<file path="src/design/gpio_defs.svh">
// register offsets, field positions, reset values and sizes for the gpio port
`ifndef GPIO_DEFS_SVH
`define GPIO_DEFS_SVH
`define GPIO_PIN_COUNT     6
`define GPIO_OFF_SAMPLE    12'h000
`define GPIO_OFF_DIR       12'h004
`define GPIO_OFF_OUT       12'h008
`define GPIO_OFF_MCUCTL    12'h00c
`define GPIO_OFF_SENSE     12'h010
`define GPIO_OFF_EXTFLAG   12'h014
`define GPIO_PUD_BIT       6
`define GPIO_INT_PIN       2
`define GPIO_RST_DIR       6'h00
`define GPIO_RST_OUT       6'h00
`define GPIO_RST_MCUCTL    8'h00
`define GPIO_ADDR_BITS     12
`endif

</file>
<file path="src/design/gpio_pkg.sv">
// types shared by the gpio port files
package gpio_pkg;
    typedef enum logic [1:0] {
        GPIO_SENSE_LOW  = 2'b00,
        GPIO_SENSE_ANY  = 2'b01,
        GPIO_SENSE_FALL = 2'b10,
        GPIO_SENSE_RISE = 2'b11
    } gpio_sense_type;

    typedef struct packed {
        logic        sel;
        logic        write;
        logic [11:0] addr;
    } gpio_req_type;

    typedef enum logic [0:0] {
        GPIO_BUS_IDLE = 1'b0,
        GPIO_BUS_DATA = 1'b1
    } gpio_bus_state_type;
endpackage : gpio_pkg

</file>
<file path="src/design/gpio_sync.sv">
// per-pin input synchroniser: falling-edge flop then rising-edge flop
`timescale 1ns/1ps
module gpio_sync
    import gpio_pkg::*;
(
    input  wire logic       mclk_in,
    input  wire logic       rst_in,
    input  wire logic [5:0] pad_in,
    output logic      [5:0] sample_out
);
    logic [5:0] hold_ff;
    logic [5:0] sample_ff;
    logic [5:0] nxt_hold;
    logic [5:0] nxt_sample;

    // first stage takes the pin only at the falling edge, the value a clock-high latch would hold from that edge
    // (a true latch would race the rising-edge stage in the same time step)
    always_comb begin
        nxt_hold   = pad_in;
        nxt_sample = hold_ff;
    end

    // hold stage closes at the falling edge
    always_ff @(negedge mclk_in or posedge rst_in) begin
        if (rst_in) begin
            hold_ff <= 6'h00;
        end else begin
            hold_ff <= nxt_hold;
        end
    end

    // sample stage captures the held value at the rising edge
    always_ff @(posedge mclk_in or posedge rst_in) begin
        if (rst_in) begin
            sample_ff <= 6'h00;
        end else begin
            sample_ff <= nxt_sample;
        end
    end

    assign sample_out = sample_ff;
endmodule : gpio_sync

</file>
<file path="src/design/gpio_extint.sv">
// external interrupt edge detector on the synchronised interrupt pin; low-level sense keeps the flag clear
`timescale 1ns/1ps
module gpio_extint
    import gpio_pkg::*;
(
    input  wire logic           mclk_in,
    input  wire logic           rst_in,
    input  wire logic           pin_in,
    input  gpio_sense_type      sense_in,
    input  wire logic           clear_in,
    output logic                flag_out
);
    logic prev_ff;
    logic flag_ff;
    logic nxt_prev;
    logic nxt_flag;
    logic hit;

    // detect the selected change; a new event beats a same-cycle clear
    always_comb begin
        nxt_prev = pin_in;
        unique case (sense_in)
            GPIO_SENSE_LOW:  hit = 1'b0;
            GPIO_SENSE_ANY:  hit = pin_in ^ prev_ff;
            GPIO_SENSE_FALL: hit = prev_ff & ~pin_in;
            GPIO_SENSE_RISE: hit = ~prev_ff & pin_in;
        endcase
        nxt_flag = flag_ff;
        if (clear_in || sense_in == GPIO_SENSE_LOW) begin
            nxt_flag = 1'b0;
        end
        if (hit) begin
            nxt_flag = 1'b1;
        end
    end

    always_ff @(posedge mclk_in or posedge rst_in) begin
        if (rst_in) begin
            prev_ff <= 1'b0;
            flag_ff <= 1'b0;
        end else begin
            prev_ff <= nxt_prev;
            flag_ff <= nxt_flag;
        end
    end

    assign flag_out = flag_ff;
endmodule : gpio_extint

</file>
<file path="src/design/gpio_port.sv">
// general digital i/o port with ahb-lite register access
//
// The implementer's own choices: the address map and the AHB-Lite slave port.
`timescale 1ns/1ps
`include "gpio_defs.svh"

// How it works
// each pin has a direction bit, an output/pull-up bit and a sample bit
// direction one enables the output driver; zero makes the pin an input
// input with output bit one enables pull-up unless global disable set
// pull-up is off when output bit is zero or pin is an output
// global pull-up disable turns off every pull-up
// an output pin drives the value of its output bit
// reset tri-states all pins asynchronously and turns pull-ups off
// writing one to a sample bit inverts the output bit
// software passes through an intermediate state between tri-state and high
// software passes through tri-state or high between pull-up and low
// sample register reads the synchronised pin level in any direction
// pins pass a clock-high latch then a rising-edge flop
// pin change shows in the sample after half to one and a half clocks
// written value reaches the sample register one clock later
// power-down sleep clamps the digital input to ground
// the clamp is bypassed for a pin with its external interrupt enabled
// removing the clamp from a high pin sets the external interrupt flag; the code sets it only with any-change or rising sense selected
// unused pins should be held at a defined level by software
// sample register writes only toggle; direction and output are read/write
// global pull-up disable is bit 6 of the control register, reset zero
// reset clears direction and output bits
// register writes touch only the addressed bits
module gpio_port
    import gpio_pkg::*;
(
    input  wire logic        mclk_in,
    input  wire logic        rst_in,
    input  wire logic        hsel,
    input  wire logic [31:0] haddr,
    input  wire logic [1:0]  htrans,
    input  wire logic        hwrite,
    input  wire logic [2:0]  hsize,
    input  wire logic [31:0] hwdata,
    input  wire logic        hready,
    output logic      [31:0] hrdata,
    output logic             hreadyout,
    output logic             hresp,
    input  wire logic [5:0]  pad_in,
    output logic      [5:0]  pad_out,
    output logic      [5:0]  pad_oe_n_out,
    output logic      [5:0]  pullup_en_out,
    input  wire logic        sleep_pd_in,
    input  wire logic        ext_int_en_in,
    output logic             ext_int_flag_out
);
    // register file state
    logic [5:0]     dir_ff;
    logic [5:0]     out_ff;
    logic [7:0]     mcuctl_ff;
    gpio_sense_type sense_ff;
    logic [5:0]     nxt_dir;
    logic [5:0]     nxt_out;
    logic [7:0]     nxt_mcuctl;
    gpio_sense_type nxt_sense;

    // bus state
    gpio_bus_state_type bus_ff;
    gpio_bus_state_type nxt_bus;
    gpio_req_type       req_ff;
    gpio_req_type       nxt_req;
    logic [31:0]        rdata_ff;
    logic [31:0]        nxt_rdata;

    // pin outputs
    logic [5:0] pad_ff;
    logic [5:0] oe_n_ff;
    logic [5:0] pu_ff;
    logic [5:0] nxt_pad;
    logic [5:0] nxt_oe_n;
    logic [5:0] nxt_pu;

    // sleep clamp, sync and interrupt
    logic [1:0] ctl_s1_ff;
    logic [1:0] ctl_s2_ff;
    logic [5:0] pad_gated;
    logic [5:0] sample;
    logic       flag_clr;
    logic       ext_flag;
    logic       wr_data;
    logic       rd_addr;

    // two-flop sync of sleep and interrupt enable levels from outside
    always_ff @(posedge mclk_in or posedge rst_in) begin
        if (rst_in) begin
            ctl_s1_ff <= 2'h0;
            ctl_s2_ff <= 2'h0;
        end else begin
            ctl_s1_ff <= {sleep_pd_in, ext_int_en_in};
            ctl_s2_ff <= ctl_s1_ff;
        end
    end

    // clamp inputs in power-down, except the enabled interrupt pin
    genvar g;
    generate
        for (g = 0; g < `GPIO_PIN_COUNT; g = g + 1) begin : g_clamp
            if (g == `GPIO_INT_PIN) begin : g_int
                assign pad_gated[g] = pad_in[g] & ~(ctl_s2_ff[1] & ~ctl_s2_ff[0]);
            end else begin : g_norm
                assign pad_gated[g] = pad_in[g] & ~ctl_s2_ff[1];
            end
        end
    endgenerate

    // falling-edge flop plus rising-edge flop synchroniser feeding the sample register
    gpio_sync u_sync (
        .mclk_in    (mclk_in),
        .rst_in     (rst_in),
        .pad_in     (pad_gated),
        .sample_out (sample)
    );

    // external interrupt on the sampled interrupt pin
    gpio_extint u_extint (
        .mclk_in  (mclk_in),
        .rst_in   (rst_in),
        .pin_in   (sample[`GPIO_INT_PIN]),
        .sense_in (sense_ff),
        .clear_in (flag_clr),
        .flag_out (ext_flag)
    );

    // ahb-lite address phase capture, zero wait states
    always_comb begin
        nxt_req = req_ff;
        nxt_bus = GPIO_BUS_IDLE;
        if (hready) begin
            nxt_req.sel   = hsel & htrans[1];
            nxt_req.write = hwrite;
            nxt_req.addr  = haddr[11:0];
            if (hsel && htrans[1]) begin
                nxt_bus = GPIO_BUS_DATA;
            end
        end else begin
            nxt_bus = bus_ff;
        end
    end

    assign wr_data = req_ff.sel & req_ff.write;
    assign rd_addr = hready & hsel & htrans[1] & ~hwrite;
    assign flag_clr = wr_data && req_ff.addr == `GPIO_OFF_EXTFLAG && hwdata[6];

    // register writes and read data
    always_comb begin
        nxt_dir    = dir_ff;
        nxt_out    = out_ff;
        nxt_mcuctl = mcuctl_ff;
        nxt_sense  = sense_ff;
        nxt_rdata  = 32'h00000000;
        if (wr_data) begin
            unique case (req_ff.addr)
                `GPIO_OFF_SAMPLE: nxt_out = out_ff ^ hwdata[5:0];
                `GPIO_OFF_DIR:    nxt_dir = hwdata[5:0];
                `GPIO_OFF_OUT:    nxt_out = hwdata[5:0];
                `GPIO_OFF_MCUCTL: begin
                    nxt_mcuctl = {1'b0, hwdata[6:5], 5'h00} | {6'h00, hwdata[1:0]};
                    nxt_sense  = gpio_sense_type'(hwdata[1:0]);
                end
                default: nxt_out = nxt_out;
            endcase
        end
        if (rd_addr) begin
            unique case (haddr[11:0])
                `GPIO_OFF_SAMPLE:  nxt_rdata = {26'h0000000, sample};
                `GPIO_OFF_DIR:     nxt_rdata = {26'h0000000, nxt_dir};
                `GPIO_OFF_OUT:     nxt_rdata = {26'h0000000, nxt_out};
                `GPIO_OFF_MCUCTL:  nxt_rdata = {24'h000000, nxt_mcuctl};
                `GPIO_OFF_EXTFLAG: nxt_rdata = {25'h0000000, ext_flag, 6'h00};
                default:           nxt_rdata = 32'h00000000;
            endcase
        end
    end

    // pin drive: direction enables driver, output bit sets level or pull-up
    always_comb begin
        nxt_oe_n = ~nxt_dir;
        nxt_pad  = nxt_out & nxt_dir;
        nxt_pu   = ~nxt_dir & nxt_out & {6{~nxt_mcuctl[`GPIO_PUD_BIT]}};
    end

    always_ff @(posedge mclk_in or posedge rst_in) begin
        if (rst_in) begin
            dir_ff    <= `GPIO_RST_DIR;
            out_ff    <= `GPIO_RST_OUT;
            mcuctl_ff <= `GPIO_RST_MCUCTL;
            sense_ff  <= GPIO_SENSE_LOW;
            bus_ff    <= GPIO_BUS_IDLE;
            req_ff    <= '0;
            rdata_ff  <= 32'h00000000;
            pad_ff    <= 6'h00;
            oe_n_ff   <= 6'h3f;
            pu_ff     <= 6'h00;
        end else begin
            dir_ff    <= nxt_dir;
            out_ff    <= nxt_out;
            mcuctl_ff <= nxt_mcuctl;
            sense_ff  <= nxt_sense;
            bus_ff    <= nxt_bus;
            req_ff    <= nxt_req;
            rdata_ff  <= nxt_rdata;
            pad_ff    <= nxt_pad;
            oe_n_ff   <= nxt_oe_n;
            pu_ff     <= nxt_pu;
        end
    end

    assign hrdata           = rdata_ff;
    assign hreadyout        = 1'b1;
    assign hresp            = 1'b0;
    assign pad_out          = pad_ff;
    assign pad_oe_n_out     = oe_n_ff;
    assign pullup_en_out    = pu_ff;
    assign ext_int_flag_out = ext_flag;
endmodule : gpio_port

</file>
<file path="config.mk">
export PLATFORM = sky130hd
export DESIGN_NAME = gpio_port
export DESIGN_NICKNAME = d
export VERILOG_FILES = /design/src/design/gpio_pkg.sv /design/src/design/gpio_sync.sv /design/src/design/gpio_extint.sv /design/src/design/gpio_port.sv
export VERILOG_INCLUDE_DIRS = /design/src /design/src/design
export SDC_FILE = /design/constraint.sdc
export NUM_CORES = 1
export LEC_CHECK = 0
export BUFFER_PORTS_ARGS = -buffer_cell sky130_fd_sc_hd__buf_4
export CAP_MARGIN = 20
export CORE_ASPECT_RATIO = 0.7
export CORE_MARGIN = 10
export CORE_UTILIZATION = 45
export CTS_CLUSTER_SIZE = 40
export DETAILED_ROUTE_END_ITERATION = 10
export PLACE_DENSITY = 0.73
export SYNTH_ARGS = -nofsm -noshare
export SYNTH_HDL_FRONTEND = slang
export SYNTH_SLANG_ARGS = --single-unit
</file>
<file path="constraint.sdc">
create_clock -name mclk_in -period 2.7 [get_ports mclk_in]
set_input_delay 0.135 -clock mclk_in [delete_from_list [all_inputs] [get_ports mclk_in]]
set_output_delay 0.135 -clock mclk_in [all_outputs]
set_load 0.01 [all_outputs]
</file>
* Word level (Yosys, flattened, before mapping)
Index checks and enable logic that the tools add are counted.
** Word-level totals
- Flip-flop bits (word level) :: 104
- Word-level logic and storage cells :: 75
- Output and inout port bits :: 53
- Bits in writable memories :: 0
- Memories kept :: 0
- Bits in latches :: 0
- Bits in read-only memories :: 0
- Input port bits :: 82
** Cells by class
- Add/subtract/negate cells :: 0
- Multiply operators :: 0
- Reductions and logical operators :: 8
- Shift operators :: 0
- Eq/ne operators :: 11
- Divide/modulo/power cells :: 0
- Mux-type cells :: 11
- Bitwise logic cells :: 28
- $lt $le $gt $ge :: 0
** Operators with widths (number)
- $eq 12x4->1 const B :: 4
- $pmux 8 s5 :: 1
- $eq 12x3->1 const B :: 2
- $eq 12x5->1 const B :: 2
- $logic_not 12->1 :: 2
- $mux 8 :: 3
- $and 6x6->6 :: 3
- $mux 6 :: 3
- $and 1x1->1 :: 14
- $pmux 6 s2 :: 1
- $not 1->1 :: 7
- $or 7x2->7 :: 1
- $not 6->6 :: 1
- $xor 6x6->6 :: 1
- $eq 2x2->1 const B :: 2
- $pmux 1 s4 :: 1
- $eq 2x1->1 const B :: 1
- $logic_and 1x1->1 :: 2
- $logic_not 2->1 :: 1
- $mux 1 :: 2
- $reduce_and 2->1 :: 1
- $reduce_bool 2->1 :: 1
- $logic_or 1x1->1 :: 1
- $xor 1x1->1 :: 1

* Depth between registers and ports, before layout
Gate-level depths: netlist (run 1).
- Depth in word-level cells :: 6
- Gate-level depth with buffers :: 7
- Depth with buffers taken out :: 6

* By module
A second synthesis (run 1) with hierarchy kept.
** Second synthesis, totals
- Cell total of the unflattened synthesis :: 276
- Area total of the unflattened synthesis :: 3369.5 um^2
** Modules (own cells, without submodules)
- gpio_port :: area an instance 2941.6 um^2, cells an instance 251, times used 1, seq. area each 1659.1 um^2
- gpio_sync :: area an instance 304.0 um^2, cells an instance 13, times used 1, seq. area each 300.3 um^2
- gpio_extint :: area an instance 123.9 um^2, cells an instance 12, times used 1, seq. area each 50.0 um^2

==> results of run 1 <==
==> cells in the final DEF, fill, tap and decap left out, types with 3 or more instances in the layout <==
cell type / n
clkbuf_8: 11
and3_1: 5
dfstp_2: 6
dfrtp_1: 68
inv_1: 11
a211o_1: 6
and2_2: 4
nor3_1: 4
a21boi_0: 3
nand4_1: 9
nand3_1: 3
mux2_2: 21
dfrtn_1: 6
o21bai_1: 3
dlygate4sd3_1: 3
buf_4: 60
nor2_1: 16
nand2_1: 16
mux2i_1: 4
nor2b_1: 5
o21ai_0: 11
and2_1: 5
conb_1: 26
==> state kept, by name (all words and copies together), names as in the netlist <==
signal             cells
ctl_s1_ff              2
u_extint.prev_ff       1
u_sync.hold_ff         6
u_extint.flag_out      1
pad_oe_n_out           6
out_ff                 6
mcuctl_ff              8
hrdata                 8
dir_ff                 6
ctl_s2_ff              2
sense_ff               2
u_sync.sample_out      6
req_ff                14
pullup_en_out          6
pad_out                6
==> path summary, 6_finish.rpt <==
path                               from                end  slack [ps]  cells after the start
max                           req_ff[9]         pad_out[0]         340                      5
min                            haddr[1]          req_ff[1]          30                      2
max reg2reg                   req_ff[9]         pad_out[0]         340                      5
min reg2reg                ctl_s1_ff[1]       ctl_s2_ff[1]         350                      0
max in group asynchronous        rst_in  u_sync.hold_ff[1]         940                      3
min in group asynchronous        rst_in       ctl_s2_ff[0]         310                      3
==> metrics by stage <==
step	instances	util [%]	setup WS, ps	hold WS, ps	total power [W]
final	443	55.8	341	32.5	0.00253
after CTS	443	55.8	319	9.21	0.00255
after global routing	443	55.8	154	13.0	0.00264
after global placement	424	52.3	483	110	0.00157
after detailed placement	424	52.3	336	110	0.00158
after floorplan	299	-	401	166	0.00149
==> critical path: stages (launching register included) <==
cell      delay, ps
dfrtp_1         410
nor4_4          460
nand4_1         460
o21ai_0         390
a21boi_0        420
nor2_1          100
==> area by class of cell <==
class | instances | area (um^2)
Clock buffer | 13 | 159
Clock inverter | 3 | 65.1
Fill cell | 630 | 3220
Timing Repair Buffer | 63 | 480
Multi-Input combinational cell | 171 | 1170
Tap cell | 98 | 123
Inverter | 15 | 61.3
Sequential cell | 80 | 2010
==> logic make-up after synthesis <==
kind of cell             after synthesis
AO/OA/AOI/OAI                         34
adder cells (fa/ha/maj)                2
buffers and inverters                 48
flip-flops                            80
multiplexers                          26
other                                  2
AND/OR/NAND/NOR                       83
==> what timing repair did <==
action / CTS / global route
endpoints found under the setup margin: 0 / 0
hold buffers: 3 / 0
hold endpoints to repair: 6 / 0
==> metal layers <==
metal  share of wire, %  vias to the layer above  wire length [um]  global-route usage (%)
met3                8.6                        6               624                    6.00
met2                 45                       77              3280                    19.7
met1                 45                     1038              3250                    17.0
met5                  0                        -                 0                       0
met4               0.91                        0                66                    3.87
li1                   -                     1022                 -                       -
==> report_power, final <==
part	leakage [nW]	total, W	internal [W]	switching (W)
clock network	0.114	0.000970	0.000571	0.000400
logic	0.892	0.000243	0.000111	0.000131
registers	0.960	0.00131	0.00127	0.0000474
==> metrics.cfg, run 1 <==
[synthesis]
yosys.area_share.simple_pct=15.1
synth_xor_area_share_pct=0
netlist_top_cells_area=dfrtp_1, mux2_2, buf_4, dfstp_2, dfrtn_1
synth_area_mm2=0.00337
synthArstFlopShare_pct=100
ys_seq_area_share_pct=59.7
postSynthAreaPerCell_um2=12.2
synth_cell_types=49
synth_mux_area_share_pct=8.66
synth_top_family_by_area=simple AND/OR/NAND/NOR gates
yosysTopAreaCell=dfrtp_1
syn_inst=275
ys_warn_count=0
synth_top_area_share_pct=50.5
post_synth_fa_ha_maj_area_fraction_pct=0.743
synthTopCellsByCount=dfrtp_1, buf_4, mux2_2
synth.most_common_cell=dfrtp_1
synth_compound_area_share_pct=7.21
synth-edff-count=0
synth_ff_type=dfrtp_1
synth_seq_cells=80

[timing]
fmax_ghz=0.424
period_minus_slack_ps=2360
fin_crit_sh_pct=87.4
max_slew_margin_pct=42.8
maxSlewViolCount=0
worstMarginPinSlew_ps=858
hold_viol=0
fin_worst_skew_ps=17.0
setup_viol=0
setup_tns_ps=0
rsz0062_at_grt=no

[power]
power.density_mw_per_mm2=622
peakVddDrop_mv=0.302
leakagePower_nw=1.97

[clock_network]
clk_path_buf_depth=2
clk_pin_slew_ps=70
cts_tree=yes
cts-buffers-inserted=9
clk_latency_ps=350
htreeDepth=3
post-cts-setup-buffer-count=0
cts_resized=0
cts_sinks=80
root_buffer=clkbuf_8

[routing]
first_iter_violations=104
wire_per_inst_um=16.3
vias=2143
ant_nets=0
first_pass_iters=4
wirelength_um=7220
avgViaCountPerCell=4.84
drc=0

[final_layout]
antenna_cells=0
layout-drive-gt1-share_pct=33.0
layout.nets=424
area_delta_synth_final_pct=20.7
fin_area_mm2=0.00406

[die]
ios=135
core_area_mm2=0.00729
start_util_pct=46.2
die_h_um=92.4
die_area_mm2=0.0114
die_w_um=123
row_count=26

[global_routing]
grt_max_degree=71
overflow=0
grt.total_usage_pct=13.2
grt_pass1_vias=2281
grt_pass1_wl_um=11900
antenna_found_initial=0

[place]
post-dp-hpwl_um=5250
placed_cell_area_mm2=0.00381
place_congestion=0.833
port_buffers=59

[run_status]
status=complete, no violations

[min_path]
hold_class=in -> reg

[worst_setup_path]
critPathKind=reg -> reg
worst-path-max-fanout=11
arrival_ps=2570
start_kind=flop
cp.required_ps=2910
endpoint_kind=flop

[run]
cap_violations=0

Note: power is estimated with default switching activity, not from simulation.
==> run 2, diff against run 1 <==
GPL_TIMING_DRIVEN = 0   (was unset)
==> run 2 against run 1 <==
Effect of this change: utilization increased by 2.8 points; sequential share of layout area decreased by 2.3 points; global-route usage rose by 0.079 points; die area is the same; non-clock buffer count is 32 higher; cell area increased by 5.0%; critical endpoint is now u_sync.hold_ff[1]; worst hold slack is essentially flat; worst setup slack worse by 62 ps; critical path depth decreased by 1; clock power is 12% lower; cell count up 7.2%; total power fell by 3.3%.
==> metrics.cfg, run 2 (synthesis results as in run 1) <==
[timing]
rsz0062_at_grt=no
fin_worst_skew_ps=12.3  ; -4.75 ps
maxSlewViolCount=0  ; unchanged
setup_tns_ps=0  ; unchanged
hold_viol=0  ; unchanged
max_slew_margin_pct=49.4  ; +6.6 points
setup_viol=0  ; unchanged
worstMarginPinSlew_ps=757  ; -101 ps

[worst_setup_path]
critPathKind=in -> async
worst-path-max-fanout=44  ; +33
start_kind=input port
arrival_ps=1660  ; -910 ps
cp.required_ps=1940  ; -970 ps
endpoint_kind=async pin

[global_routing]
overflow=0  ; unchanged
grt_pass1_vias=2472  ; +8.4%
grt.total_usage_pct=13.3  ; +0.079 points
grt_pass1_wl_um=11900  ; +0.58%
antenna_found_initial=0  ; unchanged
grt_max_degree=45  ; -37%

[final_layout]
layout_commonest_cell=buf_4
antenna_cells=0  ; unchanged
fill_cells=634  ; +0.63%
layout_common_cells=buf_4, dfrtp_1, conb_1
layout-drive-gt1-share_pct=37.9  ; +4.9 points
regMostFlops=req_ff
area_delta_synth_final_pct=26.7
utilization_pct=58.5  ; +2.8 points
largest_register_ffs=14  ; unchanged
final_cells=475  ; +7.2%
layout.nets=456  ; +7.5%

[routing]
vias=2285  ; +6.6%
wire_per_inst_um=15.8  ; -3.4%
first_iter_violations=136  ; +31%
drc=0  ; unchanged
wirelength_um=7480  ; +3.6%
ant_nets=0  ; unchanged
first_pass_iters=4  ; unchanged
avgViaCountPerCell=4.81  ; -0.56%

[clock_network]
htreeDepth=3  ; unchanged
cts_hold_buf=3  ; unchanged
cts_sinks=80  ; unchanged
cts-buffers-inserted=9  ; unchanged
post-cts-setup-buffer-count=0  ; unchanged
root_buffer=clkbuf_8
clk_path_buf_depth=2  ; unchanged
clk_pin_slew_ps=80  ; about the same
cts_tree=yes
cts_resized=0  ; unchanged
clk_latency_ps=340  ; about the same

[min_path]
hold_class=in -> reg

[power]
power.density_mw_per_mm2=573  ; -7.9%
leakagePower_nw=2.11  ; +7.5%
peakVddDrop_mv=0.338  ; +12%

[die]
ios=135  ; unchanged
die_w_um=123  ; unchanged
start_util_pct=46.2  ; unchanged
die_h_um=92.4  ; unchanged
die_area_mm2=0.0114  ; unchanged
row_count=26  ; unchanged
core_area_mm2=0.00729  ; unchanged

[run]
cap_violations=0  ; unchanged

[place]
dp.cells=456  ; +7.5%
port_buffers=58  ; -1.7%
post-dp-hpwl_um=5640  ; +7.3%
place_congestion=0.830  ; -0.29%

[run_status]
status=complete, no violations

[run 2: power by group]
part / internal, W / total, W / switching, W
Clock: 0.000447 / 0.000854 / 0.000406
Sequential: 0.00127 / 0.00131 / 0.0000433
Combinational: 0.000138 / 0.000281 / 0.000143
Total: 0.00185 / 0.00244 / 0.000592
[run 2: worst paths after layout]
kind	start	endpoint	slack (ps)	cells past startpoint
max	rst_in	u_sync.hold_ff[1]	280	4
min	haddr[5]	req_ff[5]	30	2
min reg2reg	ctl_s1_ff[0]	ctl_s2_ff[0]	350	0
max reg2reg	req_ff[9]	pad_out[0]	480	6
max in group mclk_in	req_ff[9]	pad_out[0]	480	6
min in group asynchronous	rst_in	req_ff[7]	480	3
[run 2: metrics by stage]
step	total power, W	hold WS [ps]	instance area (um^2)	setup slack, ps
finish	0.00244	32.5	4270	279
detailed placement	0.00161	245	4040	437
floorplan	0.00149	166	3460	401
global placement	0.00160	246	4020	-99.8
global route	0.00256	12.1	4270	108
CTS	0.00247	14.7	4270	229
[run 2: worst max-delay path: stages]
cell           delay [ps]
dlygate4sd3_1         530
buf_4                 140
clkinvlp_4            500
buf_12                320
[run 2: area by class of cell]
type                    count  area [um^2]  area share (%)
repair buffers             62          485            11.4
clock inverters             6         58.8            1.38
inverters                  15         61.3            1.44
flip-flops and latches     80         2010            47.1
multi-input cells         171         1170            27.3
well taps                  98          123            2.87
clock buffers              10          138            3.23
plain buffers              33          224            5.25
[run 2: per-layer routing]
metal | track usage (%) | routed length, um | part of all wire [%]
met5 | 0 | 0 | 0
met4 | 4.64 | 121 | 1.6
met3 | 5.58 | 647 | 8.6
met2 | 20.4 | 3530 | 47
met1 | 16.5 | 3180 | 43
